**config.mk**
```make
export PLATFORM = sky130hd
export DESIGN_NAME = program_flash_access_control
export DESIGN_NICKNAME = d
export VERILOG_FILES = /design/src/pfm_pkg.sv /design/src/pfm_word_buffer.sv /design/src/pfm_op_timer.sv /design/src/program_flash_access_control.sv
export VERILOG_INCLUDE_DIRS = /design/src
export SDC_FILE = /design/constraint.sdc
export NUM_CORES = 1
export LEC_CHECK = 0
export BUFFER_PORTS_ARGS = -buffer_cell sky130_fd_sc_hd__buf_2
export CAP_MARGIN = 20
export CORE_MARGIN = 1
export CORE_UTILIZATION = 58
export CTS_CLUSTER_DIAMETER = 40
export DETAILED_ROUTE_END_ITERATION = 7
export PLACE_DENSITY = 0.88
export SLEW_MARGIN = 20
export SYNTH_ARGS = -nofsm -noshare
export SYNTH_HDL_FRONTEND = slang
export SYNTH_SLANG_ARGS = --single-unit
```
**constraint.sdc**
```tcl
create_clock -name CLK_SYS -period 4.86 [get_ports CLK_SYS]
set_input_delay 0.972 -clock CLK_SYS [delete_from_list [all_inputs] [get_ports CLK_SYS]]
set_output_delay 0.972 -clock CLK_SYS [all_outputs]
set_load 0.005 [all_outputs]
```
**src/pfm_cfg.svh**
```systemverilog
// Constants of the program flash access control block.
// Assumes a 200 MHz system clock and an 8-bit special function register port.
`ifndef PFM_CFG_SVH
`define PFM_CFG_SVH

// Register select codes
`define SEL_DATA_LOW      3'h0
`define SEL_DATA_HIGH     3'h1
`define SEL_ADDRESS_LOW   3'h2
`define SEL_ADDRESS_HIGH  3'h3
`define SEL_CONTROL       3'h4
`define SEL_UNLOCK_KEY    3'h5

// Control register fields
`define CTL_RD_BIT        0
`define CTL_WR_BIT        1
`define CTL_WRITE_ALLOW_BIT      2
`define CTL_CAL_BIT       6
`define CTL_FIXED_ONE     8'h80
`define CTL_RESET         8'h80

// Implemented bits and reset values
`define DATA_HIGH_MASK    8'h3F
`define ADDRESS_HIGH_MASK 8'h0F
`define REG_RESET         8'h00
`define BYTE_ZERO         8'h00

// Unlock keys and key stages
`define KEY_FIRST         8'h55
`define KEY_SECOND        8'hAA
`define STAGE_NONE        2'h0
`define STAGE_FIRST       2'h1
`define STAGE_ARMED       2'h2

// Block geometry
`define LAST_WORD         2'h3
`define FIRST_WORD        2'h0
`define ROW_BASE_LOW      4'h0
`define SETUP_LAST        2'h1

// Block write protect limits (exclusive upper bound of protected span)
`define WP_NONE           2'h3
`define WP_SMALL          2'h2
`define WP_HALF           2'h1
`define WP_LIMIT_SMALL    13'h0400
`define WP_LIMIT_HALF     13'h0800
`define WP_LIMIT_ALL      13'h1000

// Timing
`define CLK_MHZ           200
`define ERASE_TIME_US     4000
`define PROG_TIME_NS      2000
`define NS_PER_US         1000

`endif

```
**src/pfm_pkg.sv**
```systemverilog
// Types shared by the program flash access control block.
// Assumes pfm_cfg.svh sits in the include path.
`include "pfm_cfg.svh"

package pfm_pkg;

   // Register select on the special function register port
   typedef enum logic [2:0] {
      SEL_DATA_LOW     = `SEL_DATA_LOW,
      SEL_DATA_HIGH    = `SEL_DATA_HIGH,
      SEL_ADDRESS_LOW  = `SEL_ADDRESS_LOW,
      SEL_ADDRESS_HIGH = `SEL_ADDRESS_HIGH,
      SEL_CONTROL      = `SEL_CONTROL,
      SEL_UNLOCK_KEY   = `SEL_UNLOCK_KEY
   } sfr_sel_e;

   // Sequencer states, Gray coded in the order listed
   typedef enum logic [2:0] {
      ST_IDLE      = 3'b000,
      ST_RD_WAIT   = 3'b001,
      ST_RD_ACCESS = 3'b011,
      ST_WR_SETUP  = 3'b010,
      ST_ERASE     = 3'b110,
      ST_PROGRAM   = 3'b111,
      ST_DONE      = 3'b101
   } fsm_e;

   // Request to the flash array
   typedef struct packed {
      logic        rd;
      logic        cal;
      logic        erase;
      logic        prog;
      logic [12:0] addr;
      logic [13:0] data;
   } flash_req_s;

endpackage : pfm_pkg

```
**src/pfm_word_buffer.sv**
```systemverilog
// Four-word write buffer loaded before a block program.
// Assumes writes and reads come from the sequencer in the same clock domain.
`timescale 1ns/1ps

module pfm_word_buffer (
   // Clock
   input  wire logic        clk,
   // Load side
   input  wire logic        wr_en,
   input  wire logic [1:0]  wr_idx,
   input  wire logic [13:0] wr_data,
   // Drain side
   input  wire logic [1:0]  rd_idx,
   output logic [13:0]      rd_data
);

   logic [13:0] words [4];

   // Store one word at its position in the block
   always_ff @(posedge clk) begin
      if (wr_en) begin
         words[wr_idx] <= wr_data;
      end
   end

   // Word currently being programmed
   assign rd_data = words[rd_idx];

endmodule : pfm_word_buffer

```
**src/pfm_op_timer.sv**
```systemverilog
// Down counter that times erase and program pulses.
// Assumes load is a one-cycle pulse; done is a one-cycle pulse at expiry.
`timescale 1ns/1ps

module pfm_op_timer (
   // Clock and reset
   input  wire logic        clk,
   input  wire logic        srst,
   // Control
   input  wire logic        load,
   input  wire logic [19:0] load_value,
   output logic             done
);

   logic [19:0] count;

   // Count down to zero after a load
   always_ff @(posedge clk) begin
      if (srst) begin
         count <= '0;
         done  <= 1'b0;
      end else begin
         done <= (count == 20'h0_0001) && !load;
         if (load) begin
            count <= load_value;
         end else if (count != 20'h0_0000) begin
            count <= count - 20'h0_0001;
         end
      end
   end

endmodule : pfm_op_timer

```
**src/program_flash_access_control.sv**
```systemverilog
// Program flash access control: registers, unlock and read/erase/program sequencer.
// Assumes INSTR_CE pulses once per instruction cycle, at least two clocks apart,
// and that the flash array returns read data one clock after its read request.
//
// Function
// - data bytes form a 14-bit word, address bytes a 13-bit address
// - 4K words of program flash at 0000h to 0FFFh are reachable
// - reads move one word, writes move a block of four words
// - the last word of a block erases the row, then programs
// - erase and program durations come from an internal timer
// - code protection does not stop reads or writes from this block
// - writes into protected regions are blocked, reads are always allowed
// - code protection shuts the serial programmer out of all memory
// - read and write triggers are set only by software, cleared by hardware
// - write-allow bit 2 gates writes and clears at reset
// - calibration select bit 6 steers reads and blocks all writes
// - unlock key port has no storage and reads zero
// - data high holds six bits, bits 7 and 6 read zero
// - address high holds four bits, bits 7 to 4 read zero
// - control bit 7 reads one, bits 5 to 3 read zero
// - read trigger starts a one-cycle read, then clears
// - write trigger reads one until the write has finished
// - flash is read in the second instruction cycle, which is ignored
// - first three words only load the buffer, the fourth erases and programs
// - CPU halts during erase and program while clocks keep running
`timescale 1ns/1ps

module program_flash_access_control
   import pfm_pkg::*;
#(
   parameter int unsigned ERASE_CYCLES = `ERASE_TIME_US * `CLK_MHZ
) (
   // Clock and reset
   input  wire logic        CLK_SYS,
   input  wire logic        SRST,
   // Instruction cycle
   input  wire logic        INSTR_CE,
   // Special function register port
   input  wire sfr_sel_e    SFR_SEL,
   input  wire logic        SFR_WR,
   input  wire logic [7:0]  SFR_WDATA,
   output logic [7:0]       SFR_RDATA,
   // Configuration word
   input  wire logic        CODE_PROTECT,
   input  wire logic [1:0]  BLOCK_WRITE_PROTECT,
   // Serial programmer gate
   output logic             PROG_PORT_ALLOW,
   // CPU control
   output logic             CPU_HALT,
   output logic             INSTR_IGNORE,
   // Flash array
   output flash_req_s       FLASH_REQ,
   input  wire logic [13:0] FLASH_RDATA
);

   localparam logic [19:0] ERASE_LOAD = 20'(ERASE_CYCLES);
   localparam logic [19:0] PROG_LOAD  = 20'((`PROG_TIME_NS * `CLK_MHZ) / `NS_PER_US);

   // True when the address lies in a region the protect setting covers
   function automatic logic wp_blocked(input logic [12:0] addr, input logic [1:0] wrt);
      logic [12:0] limit;
      limit = (wrt == `WP_SMALL) ? `WP_LIMIT_SMALL :
              (wrt == `WP_HALF)  ? `WP_LIMIT_HALF  : `WP_LIMIT_ALL;
      return (wrt != `WP_NONE) && (addr < limit);
   endfunction : wp_blocked

   logic [7:0]  data_low;
   logic [5:0]  data_high;
   logic [7:0]  address_low;
   logic [3:0]  address_high;
   logic        ctl_rd;
   logic        ctl_wr;
   logic        write_allow;
   logic        calibration_space_select;
   logic [1:0]  key_stage;
   fsm_e        state;
   fsm_e        next_state;
   logic [1:0]  instr_cnt;
   logic [1:0]  next_instr_cnt;
   logic [1:0]  word;
   logic [1:0]  next_word;
   logic        rd_capture;
   logic        timer_load;
   logic [19:0] timer_value;
   logic        timer_done;
   logic [13:0] buf_rd_data;
   flash_req_s  next_req;
   logic [1:0]  next_key_stage;

   // Register port decode
   wire         wr_data_low     = SFR_WR && (SFR_SEL == SEL_DATA_LOW);
   wire         wr_data_high    = SFR_WR && (SFR_SEL == SEL_DATA_HIGH);
   wire         wr_address_low  = SFR_WR && (SFR_SEL == SEL_ADDRESS_LOW);
   wire         wr_address_high = SFR_WR && (SFR_SEL == SEL_ADDRESS_HIGH);
   wire         wr_control      = SFR_WR && (SFR_SEL == SEL_CONTROL);
   wire         wr_key          = SFR_WR && (SFR_SEL == SEL_UNLOCK_KEY);

   // Joined word and address; top address bit is always zero
   wire [13:0]  data_word = {data_high, data_low};
   wire [12:0]  flash_word_addr = {1'b0, address_high, address_low};
   wire [1:0]   word_idx = address_low[1:0];
   wire         last_word = (word_idx == `LAST_WORD);

   // Trigger qualification
   wire         seq_idle = (state == ST_IDLE) && !ctl_rd && !ctl_wr;
   wire         write_ok = (key_stage == `STAGE_ARMED)
                           && SFR_WDATA[`CTL_WRITE_ALLOW_BIT]
                           && !SFR_WDATA[`CTL_CAL_BIT]
                           && !wp_blocked(flash_word_addr, BLOCK_WRITE_PROTECT);
   wire         start_write = wr_control && SFR_WDATA[`CTL_WR_BIT] && seq_idle && write_ok;
   wire         start_read  = wr_control && SFR_WDATA[`CTL_RD_BIT] && seq_idle && !start_write;

   // Serial programmer is shut out while code protected
   assign PROG_PORT_ALLOW = !CODE_PROTECT;

   // CPU status from the sequencer state
   assign CPU_HALT     = (state == ST_ERASE) || (state == ST_PROGRAM);
   assign INSTR_IGNORE = (state == ST_RD_ACCESS);

   // Unlock key tracking: any other register write breaks the sequence
   always_comb begin
      next_key_stage = key_stage;
      if (wr_key) begin
         if (SFR_WDATA == `KEY_FIRST) begin
            next_key_stage = `STAGE_FIRST;
         end else if (SFR_WDATA == `KEY_SECOND && key_stage == `STAGE_FIRST) begin
            next_key_stage = `STAGE_ARMED;
         end else begin
            next_key_stage = `STAGE_NONE;
         end
      end else if (SFR_WR) begin
         next_key_stage = `STAGE_NONE;
      end
   end

   // Sequencer next state and flash requests
   always_comb begin
      next_state     = state;
      next_instr_cnt = instr_cnt;
      next_word      = word;
      timer_load     = 1'b0;
      timer_value    = PROG_LOAD;
      next_req       = '0;
      next_req.cal   = calibration_space_select;
      next_req.addr  = flash_word_addr;
      case (state)
         ST_IDLE: begin
            next_instr_cnt = '0;
            if (start_write) begin
               next_state = ST_WR_SETUP;
            end else if (start_read) begin
               next_state = ST_RD_WAIT;
            end
         end
         ST_RD_WAIT: begin
            if (INSTR_CE) begin
               next_state  = ST_RD_ACCESS;
               next_req.rd = 1'b1;
            end
         end
         ST_RD_ACCESS: begin
            if (INSTR_CE && !FLASH_REQ.rd && !rd_capture) begin
               next_state = ST_DONE;
            end
         end
         ST_WR_SETUP: begin
            if (INSTR_CE) begin
               next_instr_cnt = instr_cnt + 2'h1;
               if (instr_cnt == `SETUP_LAST) begin
                  if (last_word) begin
                     next_state         = ST_ERASE;
                     next_req.erase     = 1'b1;
                     next_req.addr[3:0] = `ROW_BASE_LOW;
                     timer_load         = 1'b1;
                     timer_value        = ERASE_LOAD;
                  end else begin
                     next_state = ST_DONE;
                  end
               end
            end
         end
         ST_ERASE: begin
            if (timer_done) begin
               next_state         = ST_PROGRAM;
               next_word          = `FIRST_WORD;
               next_req.prog      = 1'b1;
               next_req.addr[1:0] = `FIRST_WORD;
               timer_load         = 1'b1;
            end
         end
         ST_PROGRAM: begin
            if (timer_done) begin
               if (word == `LAST_WORD) begin
                  next_state = ST_DONE;
               end else begin
                  next_word          = word + 2'h1;
                  next_req.prog      = 1'b1;
                  next_req.addr[1:0] = word + 2'h1;
                  timer_load         = 1'b1;
               end
            end
         end
         ST_DONE: begin
            next_state = ST_IDLE;
         end
         default: begin
            next_state = ST_IDLE;
         end
      endcase
   end

   // Write buffer, loaded by each accepted write trigger
   pfm_word_buffer u_buffer (
      .clk     (CLK_SYS),
      .wr_en   (start_write),
      .wr_idx  (word_idx),
      .wr_data (data_word),
      .rd_idx  (next_word),
      .rd_data (buf_rd_data)
   );

   // Erase and program timer
   pfm_op_timer u_timer (
      .clk        (CLK_SYS),
      .srst       (SRST),
      .load       (timer_load),
      .load_value (timer_value),
      .done       (timer_done)
   );

   // Sequencer registers and flash request
   always_ff @(posedge CLK_SYS) begin
      if (SRST) begin
         state      <= ST_IDLE;
         instr_cnt  <= '0;
         word       <= '0;
         rd_capture <= 1'b0;
         FLASH_REQ  <= '0;
         key_stage  <= `STAGE_NONE;
      end else begin
         state          <= next_state;
         instr_cnt      <= next_instr_cnt;
         word           <= next_word;
         rd_capture     <= FLASH_REQ.rd;
         FLASH_REQ      <= next_req;
         FLASH_REQ.data <= buf_rd_data;
         key_stage      <= next_key_stage;
      end
   end

   // Data registers: flash read capture wins over a software write
   always_ff @(posedge CLK_SYS) begin
      if (SRST) begin
         data_low  <= `REG_RESET;
         data_high <= '0;
      end else if (rd_capture) begin
         data_low  <= FLASH_RDATA[7:0];
         data_high <= FLASH_RDATA[13:8];
      end else begin
         if (wr_data_low)  data_low  <= SFR_WDATA;
         if (wr_data_high) data_high <= SFR_WDATA[5:0];
      end
   end

   // Address registers
   always_ff @(posedge CLK_SYS) begin
      if (SRST) begin
         address_low  <= `REG_RESET;
         address_high <= '0;
      end else begin
         if (wr_address_low)  address_low  <= SFR_WDATA;
         if (wr_address_high) address_high <= SFR_WDATA[3:0];
      end
   end

   // Control register: triggers set by software, cleared by hardware only
   always_ff @(posedge CLK_SYS) begin
      if (SRST) begin
         ctl_rd                   <= 1'b0;
         ctl_wr                   <= 1'b0;
         write_allow              <= 1'b0;
         calibration_space_select <= 1'b0;
      end else begin
         if (start_read) begin
            ctl_rd <= 1'b1;
         end else if (state == ST_DONE) begin
            ctl_rd <= 1'b0;
         end
         if (start_write) begin
            ctl_wr <= 1'b1;
         end else if (state == ST_DONE) begin
            ctl_wr <= 1'b0;
         end
         if (wr_control) begin
            write_allow              <= SFR_WDATA[`CTL_WRITE_ALLOW_BIT];
            calibration_space_select <= SFR_WDATA[`CTL_CAL_BIT];
         end
      end
   end

   // Read data mux, registered
   always_ff @(posedge CLK_SYS) begin
      if (SRST) begin
         SFR_RDATA <= `BYTE_ZERO;
      end else if (SFR_SEL == SEL_DATA_LOW) begin
         SFR_RDATA <= data_low;
      end else if (SFR_SEL == SEL_DATA_HIGH) begin
         SFR_RDATA <= {2'b00, data_high};
      end else if (SFR_SEL == SEL_ADDRESS_LOW) begin
         SFR_RDATA <= address_low;
      end else if (SFR_SEL == SEL_ADDRESS_HIGH) begin
         SFR_RDATA <= {4'h0, address_high};
      end else if (SFR_SEL == SEL_CONTROL) begin
         SFR_RDATA <= `CTL_FIXED_ONE | {1'b0, calibration_space_select, 3'b000,
                                        write_allow, ctl_wr, ctl_rd};
      end else begin
         SFR_RDATA <= `BYTE_ZERO;
      end
   end
endmodule : program_flash_access_control

```
==> impl_metrics.ini <==
[cts]
clock_path_buffers = 2
numCtsBuffers = 17
clkTransAtPathRegs_ns = 0.06
hold_buffers = 0
cts_root_buffer = clkbuf_8
cts_num_sinks = 155
clock_latency_ns = 0.54
post_cts_resized = 0
cts_tree = yes
cts_setup_buffers = 0
htree_levels = 4

[placed_design]
port_buffers = 72
place_congestion = 0.926
place_ws_ns = 0.941
post-dp-hpwl_um = 9600
placed_cells = 750
placed_cell_area_um2 = 6890

[timing]
relSlewSlack = 0.307
setup_tns_ns = 0
hold_violations = 0
finalCritPeriodShare = 0.656
setup_viol = 0
max_freq_mhz = 314
rsz0062_at_grt = no
min_period_ns = 3.19
slew_violations = 0
skew_ns = 0.00564
worst_pin_slew_ns = 1.04
worst_slack_ns = 1.67
whs_ns = 0.481

[yosys]
synth_area_um2 = 6400
synth_edf_count = 56
synth-xor-area-share = 0.0205
avgSynthCellArea_um2 = 11.3
synthMuxAreaShare = 0.106
synth_compound_area_frac = 0.0780
yosysWarnings = 0
ys_seq_area_frac = 0.573
synth_top_family_by_area = simple AND/OR/NAND/NOR gates
synth_nets = 608
ys_seq_elements = 155
synth-async-reset-ratio = 0
synth_top_area_frac = 0.310
syn_inst = 566
synth_area_leader_cell = dfxtp_1
synthSimpleGateAreaFrac = 0.174
ys_top_cells_by_area = dfxtp_1 31%, edfxtp_1 26%, mux2i_1 5.2%, nor2_1 5.0%, mux4_2 4.9%
synth_fa_ha_area_frac = 0.0196
netlist-cell-type-count = 58
yosys_most_used_dff = dfxtp_1

[setup_path]
worstPathMaxFanout = 20
crit_arrival_ns = 3.35
rrSetupSlack_ns = 2.20
path_class = in -> reg
required_ns = 5.02
cp-start-kind = input port
cp-end-kind = flop

[drt]
drt_iter0_drc = 282
drc = 0
drt-total-wl_um = 14800
num_vias = 4691
dr.pass1.iters = 5
drt-vias-per-instance = 6.00
ant_nets = 0
routedWlPerCell_um = 18.9

[power]
peakVddDrop_mv = 0.225
clkPwrFrac = 0.382
switchingPower_mw = 0.979
p_sw_frac = 0.280
p_leak_nw = 2.86
p_comb_frac = 0.189
power_density_nw_per_um2 = 467
power_mw = 3.49
p_int_mw = 2.52
power_frac_seq = 0.429

[die]
design.core.area_um2 = 10500
fp.dieW_um = 107
fp-row-count = 37
die-area_um2 = 11500
io_pins = 74
start_util = 0.609
die_h_um = 107

[cells_and_area]
ff_latch_area_um2 = 3660
area_delta_synth_final_pct = 17.1
final_cell_count_no_fill = 782
fin_util = 0.713
layout.nets = 675
finalInstanceArea_um2 = 7490
multiInputGateArea_um2 = 2590
layout-drive-gt1-share = 0.215
nFillCells = 656
diodes = 0

[min_path]
hold_path.class = reg -> reg

[global_routing]
grt_pass1_vias = 4570
grt_pass1_wl_um = 23200
antenna_found_initial = 0
grt_max_degree = 56
grtUsageTotal = 0.276
grt-ovfl-total = 0

[run_status]
status = completed

[job]
cap_viol_max_count = 0
logic make-up (layout without fill, tap and decap cells):
group / count (synthesis) / count (layout)
AOI/OAI and AO/OA: 80 / 80
xor gates and xnor gates: 15 / 15
adders and majority gates: 10 / 10
buffers and inverters: 45 / 125
DFF: 155 / 155
muxes: 50 / 50
other: 1 / 1
and+or+nand+nor: 210 / 210
power by group through the flow:
stage | sequential (mW) | clock [mW] | combinational [mW]
after detailed placement | 1.52 | 0 | 0.624
final | 1.50 | 1.34 | 0.659
after global routing | 1.51 | 1.40 | 0.723
after CTS | 1.50 | 1.34 | 0.648
after global placement | 1.52 | 0 | 0.600
after floorplan | 1.50 | 0 | 0.546
cells in the mapped netlist, types with 4 or more instances:
| cell | count |
|---|---|
| a21oi_1 | 34 |
| o21ai_1 | 4 |
| or3_1 | 10 |
| nand4_1 | 4 |
| nand2b_1 | 5 |
| xor2_1 | 9 |
| xnor2_1 | 6 |
| nor2_1 | 86 |
| nor4bb_1 | 7 |
| nand2_1 | 13 |
| mux2i_1 | 33 |
| a31oi_1 | 4 |
| edfxtp_1 | 56 |
| nor3b_1 | 10 |
| clkbuf_1 | 24 |
| nor2b_1 | 29 |
| inv_1 | 13 |
| o21ai_0 | 8 |
| o211ai_1 | 4 |
| nand3_1 | 6 |
| dfxtp_1 | 99 |
| a22oi_1 | 6 |
| ha_1 | 10 |
| nor3_1 | 18 |
| nor4_1 | 4 |
| mux4_2 | 14 |
registers in the layout (all words and copies together), names as in the netlist, 2 cells and up:
signal,cells
data_low,8
instr_cnt,2
FLASH_REQ,30
word,2
u_timer.count,20
address_high,4
state,3
key_stage,2
SFR_RDATA,8
data_high,6
address_low,8
u_buffer.words,56
worst paths after layout:
check | startpoint | end | depth (start not counted)
setup reg to reg | state[0] | u_buffer.words[1][7] | 4
hold reg to reg | ctl_wr | ctl_wr | 2
setup / recovery | SFR_SEL[0] | u_buffer.words[1][7] | 5
hold / removal | ctl_wr | ctl_wr | 2
layout make-up:
class | count | share of cell area
clock inverter | 13 | 0.0234
sequential | 155 | 0.489
timing repair buffer | 80 | 0.0561
clock buffer | 19 | 0.0563
tap | 136 | 0.0227
multi-input combinational | 366 | 0.346
inverter | 13 | 0.00651
layout by cell type (no fill, tap or decap), drive strengths merged, types with 3 or more instances in the layout:
master and instances:
nor2b 29, a211oi 3, mux2 3, a21oi 35, nor2 86, edfxtp 56
o22a 3, clkbuf 19, or4 4, mux2i 33, o21ai 13, and3 3
nand3 6, a22oi 6, a31oi 4, ha 10, nand2b 5, dfxtp 99
or3 10, o211ai 5, bufinv 4, nor3b 10, inv 13, clkinv 7
nor4 4, xor2 9, buf 80, nor3 19, nand4 4, mux4 14
xnor2 6, nor4bb 7, nand2 13
critical path, stage by stage:
cell	delay, ns
buf_2	0.22
nor4bb_1	0.78
and3b_1	0.30
nand3_1	0.32
nor3b_4	0.75
per-layer routing:
layer	global-route usage	up-vias	part of all wire
li1	-	2174	-
met1	0.322	2262	0.39
met2	0.470	208	0.51
met3	0.0754	47	0.066
met4	0.129	0	0.033
met5	0	-	0
Note: power is estimated with default switching activity, not from simulation.
